$ cat src/shared/optmod_defines.svh
// Contract
// - Optical output restored within 1 ms after shut-off input released.
// - Output off within 10 us of shut-off; 10 us shut-off clears fault.
// - Initialization, clearing fault indication, completes within 300 ms.
// - Fault indication asserted within 100 us of detected laser fault.
// - Fault output 0 normally, 1 on fault, driven open-collector.
// - Signal-lost output follows lost signal, changes within 100 us.
// - Shut-off input high or open disables transmitter, low enables it.
// - Management interface works at serial clock up to 400 kHz.
// - Presence line tied to ground to show module inserted.
// - Second definition line is serial clock, driven by host master.
// - Third definition line carries bidirectional serial data.
// - Identification memory and live diagnostics readable over serial port.
// - Report rx power, tx power, bias, supply voltage, temperature.
// - Internal or external calibrated diagnostics both supported.
`ifndef OPTMOD_DEFINES_SVH
`define OPTMOD_DEFINES_SVH
`define CLK_MHZ          50
`define T_ON_MS          1
`define T_OFF_US         10
`define T_INIT_MS        300
`define T_FAULT_US       100
`define T_RESET_US       10
`define T_LOSS_US        100
`define F_SCL_KHZ        400
`define ON_CYCLES        (`T_ON_MS * 1000 * `CLK_MHZ)
`define OFF_CYCLES       (`T_OFF_US * `CLK_MHZ)
`define INIT_CYCLES      (`T_INIT_MS * 1000 * `CLK_MHZ)
`define FAULT_CYCLES     (`T_FAULT_US * `CLK_MHZ)
`define RESET_CYCLES     (`T_RESET_US * `CLK_MHZ)
`define LOSS_CYCLES      (`T_LOSS_US * `CLK_MHZ)
`define ID_ADDR          7'h50
`define DIAG_ADDR        7'h51
`define DIAG_TEMP        8'h60
`define DIAG_VCC         8'h62
`define DIAG_BIAS        8'h64
`define DIAG_TXP         8'h66
`define DIAG_RXP         8'h68
`define DIAG_END         8'h6a
`define CAL_OFF          8'h5c
`define CAL_INT_CODE     8'h20
`define CAL_EXT_CODE     8'h10
`endif

$ cat src/shared/optmod_pkg.sv
package optmod_pkg;
   typedef enum logic [3:0] {
      TX_INIT  = 4'h1,
      TX_ON    = 4'h2,
      TX_OFF   = 4'h4,
      TX_FAULT = 4'h8
   } tx_state_t;
   typedef enum logic [4:0] {
      I_IDLE = 5'h01,
      I_ADDR = 5'h02,
      I_ACK  = 5'h04,
      I_WR   = 5'h08,
      I_RD   = 5'h10
   } i2c_state_t;
endpackage

$ cat src/rtl/optical_module_control_status.sv
`timescale 1ns/1ps
`include "optmod_defines.svh"
module optical_module_control_status #(
   parameter int ON_CNT   = `ON_CYCLES,
   parameter int INIT_CNT = `INIT_CYCLES,
   parameter logic CAL_EXTERNAL = 1'b0,
   parameter logic [7:0] ID_BYTE = 8'h5a  // Arbitrary identity value
) (
   // Clock and reset
   input  wire logic        i_clock,
   input  wire logic        i_reset,
   // Host pins
   input  wire logic        i_transmitter_off_in,
   input  wire logic        i_scl,
   input  wire logic        i_sda,
   output logic             o_sda_out,
   output logic             o_sda_oe_n,
   output logic             o_present_out,
   output logic             o_present_oe_n,
   output logic             o_fault_out,
   output logic             o_fault_oe_n,
   output logic             o_signal_lost_out,
   output logic             o_signal_lost_oe_n,
   // Analog front end
   input  wire logic        i_laser_fault,
   input  wire logic        i_rx_lost,
   input  wire logic [15:0] i_temp,
   input  wire logic [15:0] i_vcc,
   input  wire logic [15:0] i_bias,
   input  wire logic [15:0] i_txp,
   input  wire logic [15:0] i_rxp,
   output logic             o_laser_on,
   output logic             o_cal_external
);
   localparam int OFF_CNT  = `OFF_CYCLES;
   localparam int RST_CNT  = `RESET_CYCLES;
   localparam int FLT_CNT  = `FAULT_CYCLES;
   localparam int LOSS_CNT = `LOSS_CYCLES;
   logic [1:0] off_s_r, flt_s_r, los_s_r, scl_s_r, sda_s_r;
   logic off_w, flt_w, los_w;
   optmod_pkg::tx_state_t st_r, st_nxt;
   logic [31:0] cnt_r, cnt_nxt;
   logic laser_r, laser_nxt, fault_r, fault_nxt;
   logic los_r, los_nxt;
   logic [15:0] diag_r [5];
   logic [15:0] diag_in_w [5];
   logic page_w;
   logic [7:0] off_w8, rdata_w;
   always_ff @(posedge i_clock or posedge i_reset) begin
      if (i_reset) begin
         off_s_r <= 2'b11; flt_s_r <= 2'b00; los_s_r <= 2'b11;
         scl_s_r <= 2'b11; sda_s_r <= 2'b11;
      end else begin
         off_s_r <= {off_s_r[0], i_transmitter_off_in};
         flt_s_r <= {flt_s_r[0], i_laser_fault};
         los_s_r <= {los_s_r[0], i_rx_lost};
         scl_s_r <= {scl_s_r[0], i_scl};
         sda_s_r <= {sda_s_r[0], i_sda};
      end
   end
   assign off_w = off_s_r[1];
   assign flt_w = flt_s_r[1];
   assign los_w = los_s_r[1];
   // Transmitter control
   always_comb begin
      st_nxt = st_r; cnt_nxt = cnt_r; laser_nxt = 1'b0; fault_nxt = fault_r;
      case (st_r)
         optmod_pkg::TX_INIT: begin
            fault_nxt = 1'b0;
            if (cnt_r >= 32'(INIT_CNT - 1)) begin
               st_nxt = off_w ? optmod_pkg::TX_OFF : optmod_pkg::TX_ON;
               cnt_nxt = 32'h0;
            end else cnt_nxt = cnt_r + 32'h1;
         end
         optmod_pkg::TX_ON: begin
            if (off_w) begin
               st_nxt = optmod_pkg::TX_OFF; cnt_nxt = 32'h0;
            end else if (flt_w) begin
               st_nxt = optmod_pkg::TX_FAULT; cnt_nxt = 32'h0;
            end else begin
               laser_nxt = (cnt_r >= 32'(ON_CNT / 2));
               if (!laser_nxt) cnt_nxt = cnt_r + 32'h1;
            end
         end
         optmod_pkg::TX_OFF: begin
            if (!off_w) begin
               st_nxt = optmod_pkg::TX_ON; cnt_nxt = 32'h0;
            end
         end
         optmod_pkg::TX_FAULT: begin
            fault_nxt = 1'b1;
            if (off_w) begin
               if (cnt_r >= 32'(RST_CNT - 1)) begin
                  fault_nxt = 1'b0; st_nxt = optmod_pkg::TX_OFF;
                  cnt_nxt = 32'h0;
               end else cnt_nxt = cnt_r + 32'h1;
            end else cnt_nxt = 32'h0;
         end
         default: st_nxt = optmod_pkg::TX_INIT;
      endcase
   end
   always_ff @(posedge i_clock or posedge i_reset) begin
      if (i_reset) begin
         st_r <= optmod_pkg::TX_INIT; cnt_r <= 32'h0;
         laser_r <= 1'b0; fault_r <= 1'b0;
      end else begin
         st_r <= st_nxt; cnt_r <= cnt_nxt;
         laser_r <= laser_nxt; fault_r <= fault_nxt;
      end
   end
   always_comb los_nxt = los_w;
   always_ff @(posedge i_clock or posedge i_reset) begin
      if (i_reset) los_r <= 1'b1;
      else los_r <= los_nxt;
   end
   assign diag_in_w[0] = i_temp;
   assign diag_in_w[1] = i_vcc;
   assign diag_in_w[2] = i_bias;
   assign diag_in_w[3] = i_txp;
   assign diag_in_w[4] = i_rxp;
   for (genvar g = 0; g < 5; g++) begin : g_diag
      always_ff @(posedge i_clock or posedge i_reset) begin
         if (i_reset) diag_r[g] <= 16'h0000;
         else diag_r[g] <= diag_in_w[g];
      end
   end
   always_comb begin
      rdata_w = 8'h00;
      if (!page_w) begin
         if (off_w8 == 8'h00) rdata_w = ID_BYTE;
         else if (off_w8 == `CAL_OFF)
            rdata_w = CAL_EXTERNAL ? `CAL_EXT_CODE : `CAL_INT_CODE;
      end else if (off_w8 >= `DIAG_TEMP && off_w8 < `DIAG_END) begin
         rdata_w = off_w8[0] ? diag_r[3'((off_w8 - `DIAG_TEMP) >> 1)][7:0]
                             : diag_r[3'((off_w8 - `DIAG_TEMP) >> 1)][15:8];
      end
   end
   mgmt_target u_mgmt (
      .i_clock    (i_clock),
      .i_reset    (i_reset),
      .i_scl      (scl_s_r[1]),
      .i_sda      (sda_s_r[1]),
      .o_sda_out  (o_sda_out),
      .o_sda_oe_n (o_sda_oe_n),
      .o_page     (page_w),
      .o_offset   (off_w8),
      .i_rdata    (rdata_w)
   );
   assign o_present_out = 1'b0;
   assign o_present_oe_n = 1'b0;
   assign o_fault_out = 1'b0;
   assign o_fault_oe_n = fault_r;
   assign o_signal_lost_out = 1'b0;
   assign o_signal_lost_oe_n = los_r;
   assign o_laser_on = laser_r;
   assign o_cal_external = CAL_EXTERNAL;
endmodule

$ cat src/rtl/mgmt_target.sv
`timescale 1ns/1ps
`include "optmod_defines.svh"
module mgmt_target (
   // Clock and reset
   input  wire logic        i_clock,
   input  wire logic        i_reset,
   // Synchronised serial lines
   input  wire logic        i_scl,
   input  wire logic        i_sda,
   // Data line drive, low enable pulls low
   output logic             o_sda_out,
   output logic             o_sda_oe_n,
   // Memory read port
   output logic             o_page,
   output logic [7:0]       o_offset,
   input  wire logic [7:0]  i_rdata
);
   logic scl_d_r, sda_d_r;
   logic start_w, stop_w, rise_w, fall_w;
   optmod_pkg::i2c_state_t st_r, st_nxt;
   logic [7:0] sh_r, sh_nxt;
   logic [3:0] cnt_r, cnt_nxt;
   logic       rd_r, rd_nxt, pg_r, pg_nxt, first_r, first_nxt;
   logic [7:0] off_r, off_nxt;
   logic       drv_r, drv_nxt;
   assign start_w = scl_d_r && i_scl && sda_d_r && !i_sda;
   assign stop_w  = scl_d_r && i_scl && !sda_d_r && i_sda;
   assign rise_w  = !scl_d_r && i_scl;
   assign fall_w  = scl_d_r && !i_scl;
   assign o_page  = pg_r;
   assign o_offset = off_r;
   assign o_sda_out = 1'b0;
   assign o_sda_oe_n = !drv_r;
   always_comb begin
      st_nxt = st_r; sh_nxt = sh_r; cnt_nxt = cnt_r; rd_nxt = rd_r;
      pg_nxt = pg_r; off_nxt = off_r; drv_nxt = drv_r; first_nxt = first_r;
      if (start_w) begin
         st_nxt = optmod_pkg::I_ADDR; cnt_nxt = 4'h0; drv_nxt = 1'b0;
      end else if (stop_w) begin
         st_nxt = optmod_pkg::I_IDLE; drv_nxt = 1'b0;
      end else begin
         case (st_r)
            optmod_pkg::I_IDLE: drv_nxt = 1'b0;
            optmod_pkg::I_ADDR, optmod_pkg::I_WR: begin
               if (rise_w) begin
                  sh_nxt = {sh_r[6:0], i_sda};
                  cnt_nxt = cnt_r + 4'h1;
               end
               if (fall_w && cnt_r == 4'h8) begin
                  cnt_nxt = 4'h0;
                  if (st_r == optmod_pkg::I_ADDR) begin
                     if (sh_r[7:1] == `ID_ADDR || sh_r[7:1] == `DIAG_ADDR)
                     begin
                        pg_nxt = sh_r[1]; rd_nxt = sh_r[0];
                        first_nxt = 1'b1;
                        drv_nxt = 1'b1; st_nxt = optmod_pkg::I_ACK;
                     end else
                        st_nxt = optmod_pkg::I_IDLE;
                  end else begin
                     if (first_r) off_nxt = sh_r;
                     first_nxt = 1'b0;
                     drv_nxt = 1'b1; st_nxt = optmod_pkg::I_ACK;
                  end
               end
            end
            optmod_pkg::I_ACK: if (fall_w) begin
               if (rd_r) begin
                  sh_nxt = i_rdata; drv_nxt = !i_rdata[7];
                  cnt_nxt = 4'h1; st_nxt = optmod_pkg::I_RD;
                  off_nxt = off_r + 8'h01;
               end else begin
                  drv_nxt = 1'b0; st_nxt = optmod_pkg::I_WR;
               end
            end
            optmod_pkg::I_RD: if (fall_w) begin
               if (cnt_r == 4'h8) begin
                  drv_nxt = 1'b0; cnt_nxt = 4'h9;
               end else if (cnt_r == 4'h9) begin
                  if (sh_r[0]) st_nxt = optmod_pkg::I_IDLE;
                  else begin
                     sh_nxt = i_rdata; drv_nxt = !i_rdata[7];
                     cnt_nxt = 4'h1; off_nxt = off_r + 8'h01;
                  end
               end else begin
                  drv_nxt = !sh_r[6 - cnt_r[2:0] + 3'd1];
                  cnt_nxt = cnt_r + 4'h1;
               end
            end else if (rise_w && cnt_r == 4'h9) begin
               sh_nxt = {7'h00, i_sda};
            end
            default: st_nxt = optmod_pkg::I_IDLE;
         endcase
      end
   end
   always_ff @(posedge i_clock or posedge i_reset) begin
      if (i_reset) begin
         scl_d_r <= 1'b1; sda_d_r <= 1'b1; st_r <= optmod_pkg::I_IDLE;
         sh_r <= 8'h00; cnt_r <= 4'h0; rd_r <= 1'b0; pg_r <= 1'b0;
         off_r <= 8'h00; drv_r <= 1'b0; first_r <= 1'b0;
      end else begin
         scl_d_r <= i_scl; sda_d_r <= i_sda; st_r <= st_nxt;
         sh_r <= sh_nxt; cnt_r <= cnt_nxt; rd_r <= rd_nxt; pg_r <= pg_nxt;
         off_r <= off_nxt; drv_r <= drv_nxt; first_r <= first_nxt;
      end
   end
endmodule

$ cat config.mk
export PLATFORM = sky130hd
export DESIGN_NAME = optical_module_control_status
export DESIGN_NICKNAME = d
export VERILOG_FILES = /design/src/shared/optmod_pkg.sv /design/src/rtl/optical_module_control_status.sv /design/src/rtl/mgmt_target.sv
export VERILOG_INCLUDE_DIRS = /design/src /design/src/shared
export SDC_FILE = /design/constraint.sdc
export NUM_CORES = 1
export LEC_CHECK = 0
export BUFFER_PORTS_ARGS = -buffer_cell sky130_fd_sc_hd__buf_2
export CAP_MARGIN = 20
export CORE_MARGIN = 3
export CORE_UTILIZATION = 56
export DETAILED_ROUTE_END_ITERATION = 8
export MAX_ROUTING_LAYER = met4
export PLACE_DENSITY = 0.8
export SLEW_MARGIN = 20
export SYNTH_ARGS = -nofsm -noshare
export SYNTH_HDL_FRONTEND = slang
export SYNTH_SLANG_ARGS = --single-unit
$ cat constraint.sdc
create_clock -name i_clock -period 5.3 [get_ports i_clock]
set_input_delay 0.53 -clock i_clock [delete_from_list [all_inputs] [get_ports i_clock]]
set_output_delay 0.53 -clock i_clock [all_outputs]
set_load 0.03 [all_outputs]
==> Word-level counts from Yosys, hierarchy flattened <==
Cells that the tools add are included.
{ "classes": {"bitwise": 3, "multipliers": 0, "eq_ne": 50, "div_mod_pow": 0, "n_shift": 0, "n_mux": 87, "order_cmp": 7, "add_sub_neg": 6, "n_reduce_logical": 35} }
{ "op_table": {"columns": ["operator", "n"], "rows": [
  ["two-way mux 32 bit", 7],
  ["two-way mux 8 bit", 21],
  ["case mux 32 bit (4 select lines)", 1],
  ["adder 32 x 1 -> 32 bit, second input constant", 2],
  ["two-way mux 4 bit", 16],
  ["binary-select mux 16 bit (select 3 bit)", 1],
  ["case mux 8 bit (3 select lines)", 2],
  ["two-way mux 5 bit", 9],
  [">= comparator 32 x 15 -> 1 bit, second input constant", 1],
  [">= comparator 32 x 24 -> 1 bit, second input constant", 1],
  [">= comparator 32 x 9 -> 1 bit, second input constant", 1],
  ["less-than comparator 32 x 4 -> 1 bit, second input constant", 1],
  ["two-way mux 16 bit", 2],
  ["!= test 4 x 1 -> 1 bit, second input constant", 6],
  ["case mux 5 bit (4 select lines)", 1],
  ["two-way mux 1 bit", 18],
  ["!= test 2 x 1 -> 1 bit, second input constant", 8],
  ["!= test 2 bit, second input constant", 8],
  ["case mux 4 bit (4 select lines)", 1],
  ["!= test 3 x 1 -> 1 bit, second input constant", 5],
  ["equality test 7 bit, second input constant", 2],
  ["AND reduction 7 bit", 2],
  ["equality test 4 bit, second input constant", 3],
  ["!= test 3 bit, second input constant", 4],
  ["other kinds (44)", 65]
]} }
{ "totals": {"input_bits": 87, "ram_bits": 0, "mem_bits_ro": 0, "output_inout_bits": 10, "word_cells": 214, "memories": 0, "latchBits": 0, "register_bits": 160} }

==> Depth between registers and ports, before layout <==
Gate-level depths: netlist of run 1.
{ "depth": {"depth_word": 16, "mapped_depth": 10, "mapped_depth_nobuf": 8} }

==> By module <==
Synthesis of run 1 repeated with hierarchy kept, for this count alone.
{ "hier_totals": {"cells_unflattened": 665, "area_unflattened_um2": 7584.8} }
{ "modules_own_cells": {"columns": ["module", "n_inst", "area_per_inst_um2", "seq_area_each_um2", "cells_each"], "rows": [
  ["optical_module_control_status", 1, 5371.4, 3240.6, 432],
  ["mgmt_target", 1, 2213.4, 779.5, 233]
]} }

==> Worst setup path after synthesis of run 1 <==
OpenSTA, ideal clock, no wires.
{ "synth_timing": {"path_kind": "flip-flop to flip-flop", "start": "register u_mgmt.st_r[1]", "end": "register u_mgmt.sh_r[1]", "path_stages_with_launch": 10, "required_ps": 5172, "slack_ps": 2962, "setup_ps": 128, "period_less_slack_ps": 2338, "arrival_ps": 2211, "path_cell_list": "dfrtp_1 > clkbuf_1 > xnor2_1 > or4_1 > buf_2 > nand2_1 > nor4b_2 > o21a_1 > buf_2 > mux2_1"} }
{ "synth_via": {"elab_chain_cells": 4} }
{ "synth_lines": {"columns": ["item", "line_no", "text"], "rows": [
  ["start: declaration", "mgmt_target.sv:20", "optmod_pkg::i2c_state_t st_r, st_nxt;"],
  ["start signal: assignment", "mgmt_target.sv:101", "scl_d_r <= i_scl; sda_d_r <= i_sda; st_r <= st_nxt;"],
  ["equality test 5 x 4 -> 1 bit or equality test 5 x 2 -> 1 bit (tied branches)", "mgmt_target.sv:42", "case (st_r)"],
  ["OR reduction 2 bit", "mgmt_target.sv:42", null],
  ["!= test 2 x 1 -> 1 bit (no line) or nonzero test 3 bit (tied branches)", null, null],
  ["AND reduction 10 bit (no line)", null, null],
  ["end signal: assignment", "mgmt_target.sv:102", "sh_r <= sh_nxt; cnt_r <= cnt_nxt; rd_r <= rd_nxt; pg_r <= pg_nxt;"],
  ["end: declaration", "mgmt_target.sv:21", "logic [7:0] sh_r, sh_nxt;"]
]} }
Several ways; a longest one is shown, not always the timed one.
A chain may end at the register's enable or synchronous reset.

==> Final worst setup path of run 1 <==
{ "layout_timing": {"start": "register cnt_r[16]", "end": "register cnt_r[4]"} }
{ "layout_via": {"elab_chain_cells": 4} }
{ "layout_lines": {"columns": ["item", "line_no", "text"], "rows": [
  ["start: declaration", "optical_module_control_status.sv:42", "logic [31:0] cnt_r, cnt_nxt;"],
  ["start signal: assignment", "optical_module_control_status.sv:107", "st_r <= st_nxt; cnt_r <= cnt_nxt;"],
  [">= comparator 32 x 9 -> 1 bit", "optical_module_control_status.sv:93", "if (cnt_r >= 32'(RST_CNT - 1)) begin"],
  ["two-way mux 32 bit", "optical_module_control_status.sv:93", null],
  ["two-way mux 32 bit", "optical_module_control_status.sv:92", "if (off_w) begin"],
  ["case mux 32 bit (4 select lines)", "optical_module_control_status.sv:67", "case (st_r)"]
]} }
Several ways; a longest one is shown, not always the timed one.

==> results of run 1 <==
routing by layer:
metal / share of wire / global-route usage / vias up / wire length [um]
met3: 0.061 / 0.05530 / 54 / 1129
met5: 0 / - / - / 0
met2: 0.50 / 0.4202 / 265 / 9225
met4: 0.028 / 0.09937 / 0 / 510
met1: 0.41 / 0.3331 / 2997 / 7587
li1: - / - / 2795 / -
worst register-to-register path: stages (launching register included):
cell and delay, ns:
dfrtp_1 0.46, or4_1 0.49, nor4_1 0.53, a21oi_1 0.24, or2_1 0.66, or3_1 0.51
o211ai_1 0.19
worst max-delay path by stage:
| stage | endpoint | from | cells after the start | slack [ns] |
|---|---|---|---|---|
| 2_1_floorplan | cnt_r[0]$_DFFE_PP0P_ | i_reset | 1 | 0.47 |
| 3_3_place_gp | cnt_r[5]$_DFFE_PP0P_ | cnt_r[22]$_DFFE_PP0P_ | 6 | 2.36 |
| 3_5_place_dp | cnt_r[29]$_DFFE_PP0P_ | st_r[3]$_DFFE_PP0P_ | 6 | 2.21 |
| 4_1_cts | cnt_r[25]$_DFFE_PP0P_ | st_r[3]$_DFFE_PP0P_ | 6 | 2.21 |
| 5_1_grt | cnt_r[25]$_DFFE_PP0P_ | st_r[3]$_DFFE_PP0P_ | 6 | 1.86 |
| 6_report | cnt_r[4]$_DFFE_PP0P_ | cnt_r[16]$_DFFE_PP0P_ | 6 | 2.13 |
area by class of cell:
cell class / count / area [um2]
Inverter: 19 / 78.83
Fill cell: 985 / 4581
Multi-Input combinational cell: 498 / 3298
Timing Repair Buffer: 95 / 508.0
Sequential cell: 160 / 4020
Clock inverter: 13 / 146.4
Tap cell: 176 / 220.2
Clock buffer: 19 / 442.9
sequential cells by signal, summed over array words and instances, names as in the netlist, 2 cells and up:
| signal | flops |
|---|---|
| cnt_r | 32 |
| diag_r | 80 |
| flt_s_r | 2 |
| los_s_r | 2 |
| off_s_r | 2 |
| scl_s_r | 2 |
| sda_s_r | 2 |
| st_r | 4 |
| u_mgmt.cnt_r | 4 |
| u_mgmt.o_offset | 8 |
| u_mgmt.sh_r | 8 |
| u_mgmt.st_r | 5 |
stage by stage:
| stage | std cells | total power [uW] |
|---|---|---|
| final | 980 | 2672 |
| after global routing | 980 | 2760 |
| after CTS | 979 | 2685 |
| after detailed placement | 947 | 1463 |
| after global placement | 947 | 1454 |
| after floorplan | 726 | 1401 |
cell usage in the layout (no fill, tap or decap), drive strengths merged, types with 6 or more instances in the layout:
| master | count |
|---|---|
| a22oi | 6 |
| inv | 26 |
| nor3 | 17 |
| mux2i | 10 |
| a2bb2oi | 6 |
| o211ai | 27 |
| ha | 7 |
| nor3b | 6 |
| nand2 | 90 |
| o21ai | 41 |
| nand3 | 25 |
| dfrtp | 147 |
| a31oi | 8 |
| a21oi | 33 |
| clkbuf | 19 |
| nand4 | 15 |
| mux2 | 13 |
| conb | 6 |
| dfstp | 13 |
| buf | 95 |
| or2 | 6 |
| or3 | 12 |
| nor4 | 14 |
| and3 | 7 |
| nor2b | 6 |
| nor2 | 44 |
| o221ai | 6 |
| mux4 | 14 |
report_power, final:
group,switching (uW),leakage [uW],internal [uW]
Sequential,28.9,0.00199,1270
Clock,513,0.000291,716
Combinational,82.2,0.00139,64.9
cell families (layout without fill, tap and decap cells):
group           Yosys count  count (layout)  synth area share
other cells               1               6         0.0004913
mux                      37              37           0.07361
flops                   160             160            0.5267
buf+inv                  68             146           0.04361
compound gates          172             172            0.1539
fa+ha+maj                 7               7           0.01147
simple gates            269             269            0.1821
xor+xnor                  7               7          0.008033
==> impl_metrics.tcl, run 1 <==
set metrics [dict create \
    hold_slack_ns 0.2000 \
    drtPass1Iterations 6 \
    worst_slack_ns 2.132 \
    dieWidth_um 122.7 \
    min_from "i_transmitter_off_in" \
    final_hold_viol_count 0 \
    hold_buffers 0 \
    syn_area_per_cell_um2 10.59 \
    yosys-top-cells-area "dfrtp_1 48%, dfstp_2 4.5%, nand2_1 4.4%" \
    grt_pass1_vias 6088 \
    slowest_stage "or2_1" \
    fin_skew_ns 0.009313 \
    ys_types 81 \
    die_h_um 122.7 \
    numPortBuffers 90 \
    cts.sinks 160 \
    cts_resized 0 \
    finalSetupViolations 0 \
    tightest_slew_ns 1.068 \
    cts_tree "yes" \
    grt_max_degree 118 \
    cts_setup_buffers 0 \
    final_util 0.6555 \
    synth_top_area_cell "dfrtp_1" \
    syn_inst 721 \
    min_to "off_s_r[0]$_DFF_PP1_" \
    vias_per_cell 6.236 \
    clk_pin_slew_ns 0.06 \
    place_congestion 0.9204 \
    netlist.area_leader.share 0.4820 \
    drtIter0Drc 679 \
    power_density_nw_per_um2 306.6 \
    clock_path_buffers 2 \
    ios 97 \
    worstSkewPairLatency_ns 0.42 \
    endpoint_kind "flop" \
    min_path_cells 1 \
    r2r_start "cnt_r[16]$_DFFE_PP0P_" \
    grt_usage 0.2632 \
    critPathMaxFanout 32 \
    layout.nets 885 \
    synth_edf_count 0 \
    cpPeakStageDelay_ns 0.66 \
    vias 6111 \
    start_util 0.5741 \
    htreeDepth 4 \
    numCtsBuffers 17 \
    tns_ns 0 \
    synth.cells.most_frequent "147 x dfrtp_1, 90 x nand2_1, 43 x nor2_1" \
    outcome "finished, final reports clean" \
    dp_hpwl_um 12680 \
    wirelength_um 18450 \
    finalCritPeriodShare 0.5977 \
    cp_cell_sequence "or4_1, nor4_1, a21oi_1, or2_1, or3_1, o211ai_1" \
    rsz0062_at_grt "no" \
    netlist_area_um2 7632 \
    n_antenna_cell 0 \
    crit_arrival_ns 3.50 \
    overflow 0 \
    wire_per_inst_um 18.83 \
    synth.most_common_cell "dfrtp_1" \
    layout-drive-gt1-share 0.2239 \
    critPathKind "reg2reg" \
    placed_area_um2 8095 \
    reg2regPathDepth 6 \
    slew_viol_final 0 \
    fmax_mhz 315.7 \
    crit_path_start_kind "flop" \
    die-area_um2 15070 \
    area_growth_pct 14.18 \
    core_um2 13300 \
    rows 42 \
    reg2reg_slack_ns 2.13 \
    cts-root-buf "clkbuf_16" \
    relSlewSlack 0.2877 \
    finalCriticalPeriod_ns 3.168 \
    grt_pass1_wl_um 30080 \
    ant_nets 0 \
    pre_cts_slack_ns 2.212 \
    path_buf_inv 0 \
    ys_seq_area_frac 0.5267 \
    drc 0 \
    yosysWarningCount 0 \
    antenna_found_initial 0 \
    leakage_uw 0.003672 \
    ir_drop_mv 0.2005 \
    synthFlopType "dfrtp_1" \
    hold_class "in2reg" \
    drv_cap 0 \
    fin_area_um2 8715 \
    required_ns 5.63 \
    async_flop_share 1.000 \
    synth_seq_cells 160 \
    crit_family "simple AND/OR/NAND/NOR gates" \
    timing.rr.end "cnt_r[4]$_DFFE_PP0P_" \
]
Power figures use the tool's default switching activity.
==> inputs of run 2 (changes only) <==
ABC_AREA = 1   (was not set)
PLACE_DENSITY = 0.79   (was 0.8)
clock period = 2.92 ns   (was 5.3 ns; I/O delays follow)
==> run 2 against run 1 <==
Cell area increased by 16%. Clock power increased by 77%. Maximum frequency increased by 34%. Area after synthesis increased by 5.7%. Total power increased by 140%. Non-clock buffer count increased by 89. Clock-buffer cell count increased by 2. Sequential share of layout area decreased by 6.3 points. First-iteration DRC count increased by 15%. Largest power group unchanged.
==> impl_metrics.tcl, run 2 <==
set metrics [dict create \
    final_hold_viol_count 0 \
    grt_max_degree 46 \
    drc 0 \
    overflow 0 \
    power_frac_clock 0.344 \
    cts_tree "yes" \
    ios 97 \
    final_cell_mix "306 x nand2_1, 147 x dfrtp_1, 113 x nand3_1" \
    leakage_uw 0.005072 \
    syn_inst 1033 \
    synth_top_area_cell "dfrtp_1" \
    vias_per_cell 5.500 \
    tns_ns 0 \
    syn_area_per_cell_um2 7.809 \
    reg2reg_slack_ns 0.56 \
    grt_usage 0.3169 \
    fmax_mhz 424.1 \
    finalCriticalPeriod_ns 2.358 \
    die-area_um2 15880 \
    r2r_start "cnt_r[31]$_DFFE_PP0P_" \
    outcome "finished, final reports clean" \
    pre_cts_slack_ns 0.6539 \
    antenna_found_initial 4 \
    largest_register_ffs 80 \
    ir_drop_mv 0.4782 \
    required_ns 3.24 \
    layout_commonest_cell "nand2_1" \
    cts_resized 0 \
    timing.rr.end "cnt_r[23]$_DFFE_PP0P_" \
    endpoint_kind "flop" \
    grt_pass1_wl_um 38560 \
    fin_skew_ns 0.01393 \
    power_density_nw_per_um2 627.5 \
    synth_seq_cells 160 \
    area_growth_pct 24.99 \
    critPathKind "reg2reg" \
    reg2regPathDepth 12 \
    synth.cells.most_frequent "306 x nand2_1, 147 x dfrtp_1, 113 x inv_1, 113 x nand3_1, 110 x nor2_1" \
    start_util 0.5767 \
    drtIter0Drc 783 \
    crit_arrival_ns 2.68 \
    wirelength_um 23760 \
    clk_pin_slew_ns 0.07 \
    fin_area_um2 10080 \
    clock_path_buffers 2 \
    critPathMaxFanout 24 \
    power.internal_uw 4127 \
    crit_path_start_kind "flop" \
    die_h_um 126.0 \
    dieWidth_um 126.0 \
    vias 7705 \
    worst_slack_ns 0.5622 \
    slew_viol_final 0 \
    finalSetupViolations 0 \
    worstSkewPairLatency_ns 0.43 \
    layout-drive-gt1-share 0.1537 \
    p_sw_frac 0.3477 \
    synth_edf_count 0 \
    cts-root-buf "clkbuf_16" \
    ys_types 41 \
    netlist_area_um2 8066 \
    synthFlopType "dfrtp_1" \
    ant_nets 0 \
    top_regs "diag_r (80), cnt_r (32)" \
    htreeDepth 4 \
    wire_per_inst_um 16.96 \
    place_congestion 0.9586 \
    relSlewSlack 0.4045 \
    ys_seq_area_frac 0.4984 \
    yosysWarningCount 0 \
    dp_hpwl_um 14420 \
    numPortBuffers 90 \
    rsz0062_at_grt "no" \
    placed_area_um2 8657 \
    endpoint "cnt_r[23]$_DFFE_PP0P_" \
    drv_cap 0 \
    drtPass1Iterations 5 \
    p_sw_uw 2199 \
    pwr-share-seq 0.406 \
    core_um2 13990 \
    cts.sinks 160 \
    async_flop_share 1.000 \
    tightest_slew_ns 0.8913 \
    rows 43 \
    hold_class "in2async" \
    layout.nets 1298 \
    finalCritPeriodShare 0.8075 \
    synth.most_common_cell "nand2_1" \
    power_frac_comb 0.249 \
    numCtsBuffers 17 \
    top_register "diag_r" \
    netlist.area_leader.share 0.4560 \
    grt_pass1_vias 7579 \
    cp-startpoint "cnt_r[31]$_DFFE_PP0P_" \
    yosys-top-cells-area "dfrtp_1 46%, nand2_1 14%, nand3_1 7.0%" \
]
run 2: layout make-up:
| type | count | area [um2] |
|---|---|---|
| diodes | 4 | 10.01 |
| clock buffers | 21 | 460.4 |
| clock inverters | 11 | 103.9 |
| fillers | 1053 | 3906 |
| inverters | 122 | 464.2 |
| multi-input cells | 719 | 3392 |
| flip-flops and latches | 160 | 4020 |
| well taps | 180 | 225.2 |
| repair buffers | 184 | 1406 |
run 2: repair_timing:
action                                 in CTS  in global routing
hold buffers                               85                  0
buffers inserted                            0                  0
endpoints found under the hold margin      85                  0
run 2: through the flow:
| stage | cells | total power [uW] | hold WS, ns | utilization |
|---|---|---|---|---|
| floorplan | 1038 | 3553 | 0.2965 | - |
| global placement | 1280 | 3930 | 0.3354 | 0.6189 |
| detailed placement | 1280 | 3954 | 0.3472 | 0.6189 |
| CTS | 1397 | 6194 | 0.06287 | 0.7200 |
| global route | 1401 | 6617 | 0.08935 | 0.7208 |
| finish | 1401 | 6326 | 0.03899 | 0.7208 |
run 2: worst min path at each step:
stage | slack [ns] | to
final | 0.04 | diag_r[27]$_DFF_PP0_
after floorplan | 0.30 | los_s_r[0]$_DFF_PP1_
after global routing | 0.09 | diag_r[43]$_DFF_PP0_
after detailed placement | 0.35 | o_signal_lost_oe_n$_DFF_PP1_
after CTS | 0.06 | diag_r[18]$_DFF_PP0_
after global placement | 0.34 | flt_s_r[1]$_DFF_PP0_
run 2: layer usage:
layer | part of all wire | GRT usage | vias up
met3 | 0.072 | 0.06064 | 110
met1 | 0.38 | 0.3817 | 3597
met5 | 0 | - | -
met4 | 0.057 | 0.1767 | 0
li1 | - | - | 3620
met2 | 0.49 | 0.5036 | 378
run 2: power groups by stage:
stage	logic (uW)	registers, uW	clock network (uW)
6_report	1580	2570	2180
5_1_grt	1750	2580	2280
2_1_floorplan	1050	2500	0
3_3_place_gp	1340	2590	0
3_5_place_dp	1370	2590	0
4_1_cts	1480	2550	2170
run 2: logic make-up (layout without fill, tap and decap cells):
family                     after synthesis  in the layout  share of synthesized area
adders and majority gates                7              7                    0.01086
DFF                                    160            160                     0.4984
other                                    1             10                  0.0004649
and+or+nand+nor                        617            617                     0.3423
buffers and inverters                  159            338                    0.08345
xor gates and xnor gates                10             10                    0.01086
AOI/OAI and AO/OA                       79             79                    0.05367
run 2: worst max-delay path, stage by stage, from the launching register on:
cell	delay (ns)
dfrtp_1	0.38
inv_1	0.08
nand2_1	0.06
nor2_1	0.11
nand2_1	0.16
nor2_2	0.24
nand3_1	0.12
nand2_2	0.34
nand2_4	0.22
inv_4	0.28
nand3_1	0.12
nand2_1	0.09
inv_1	0.04
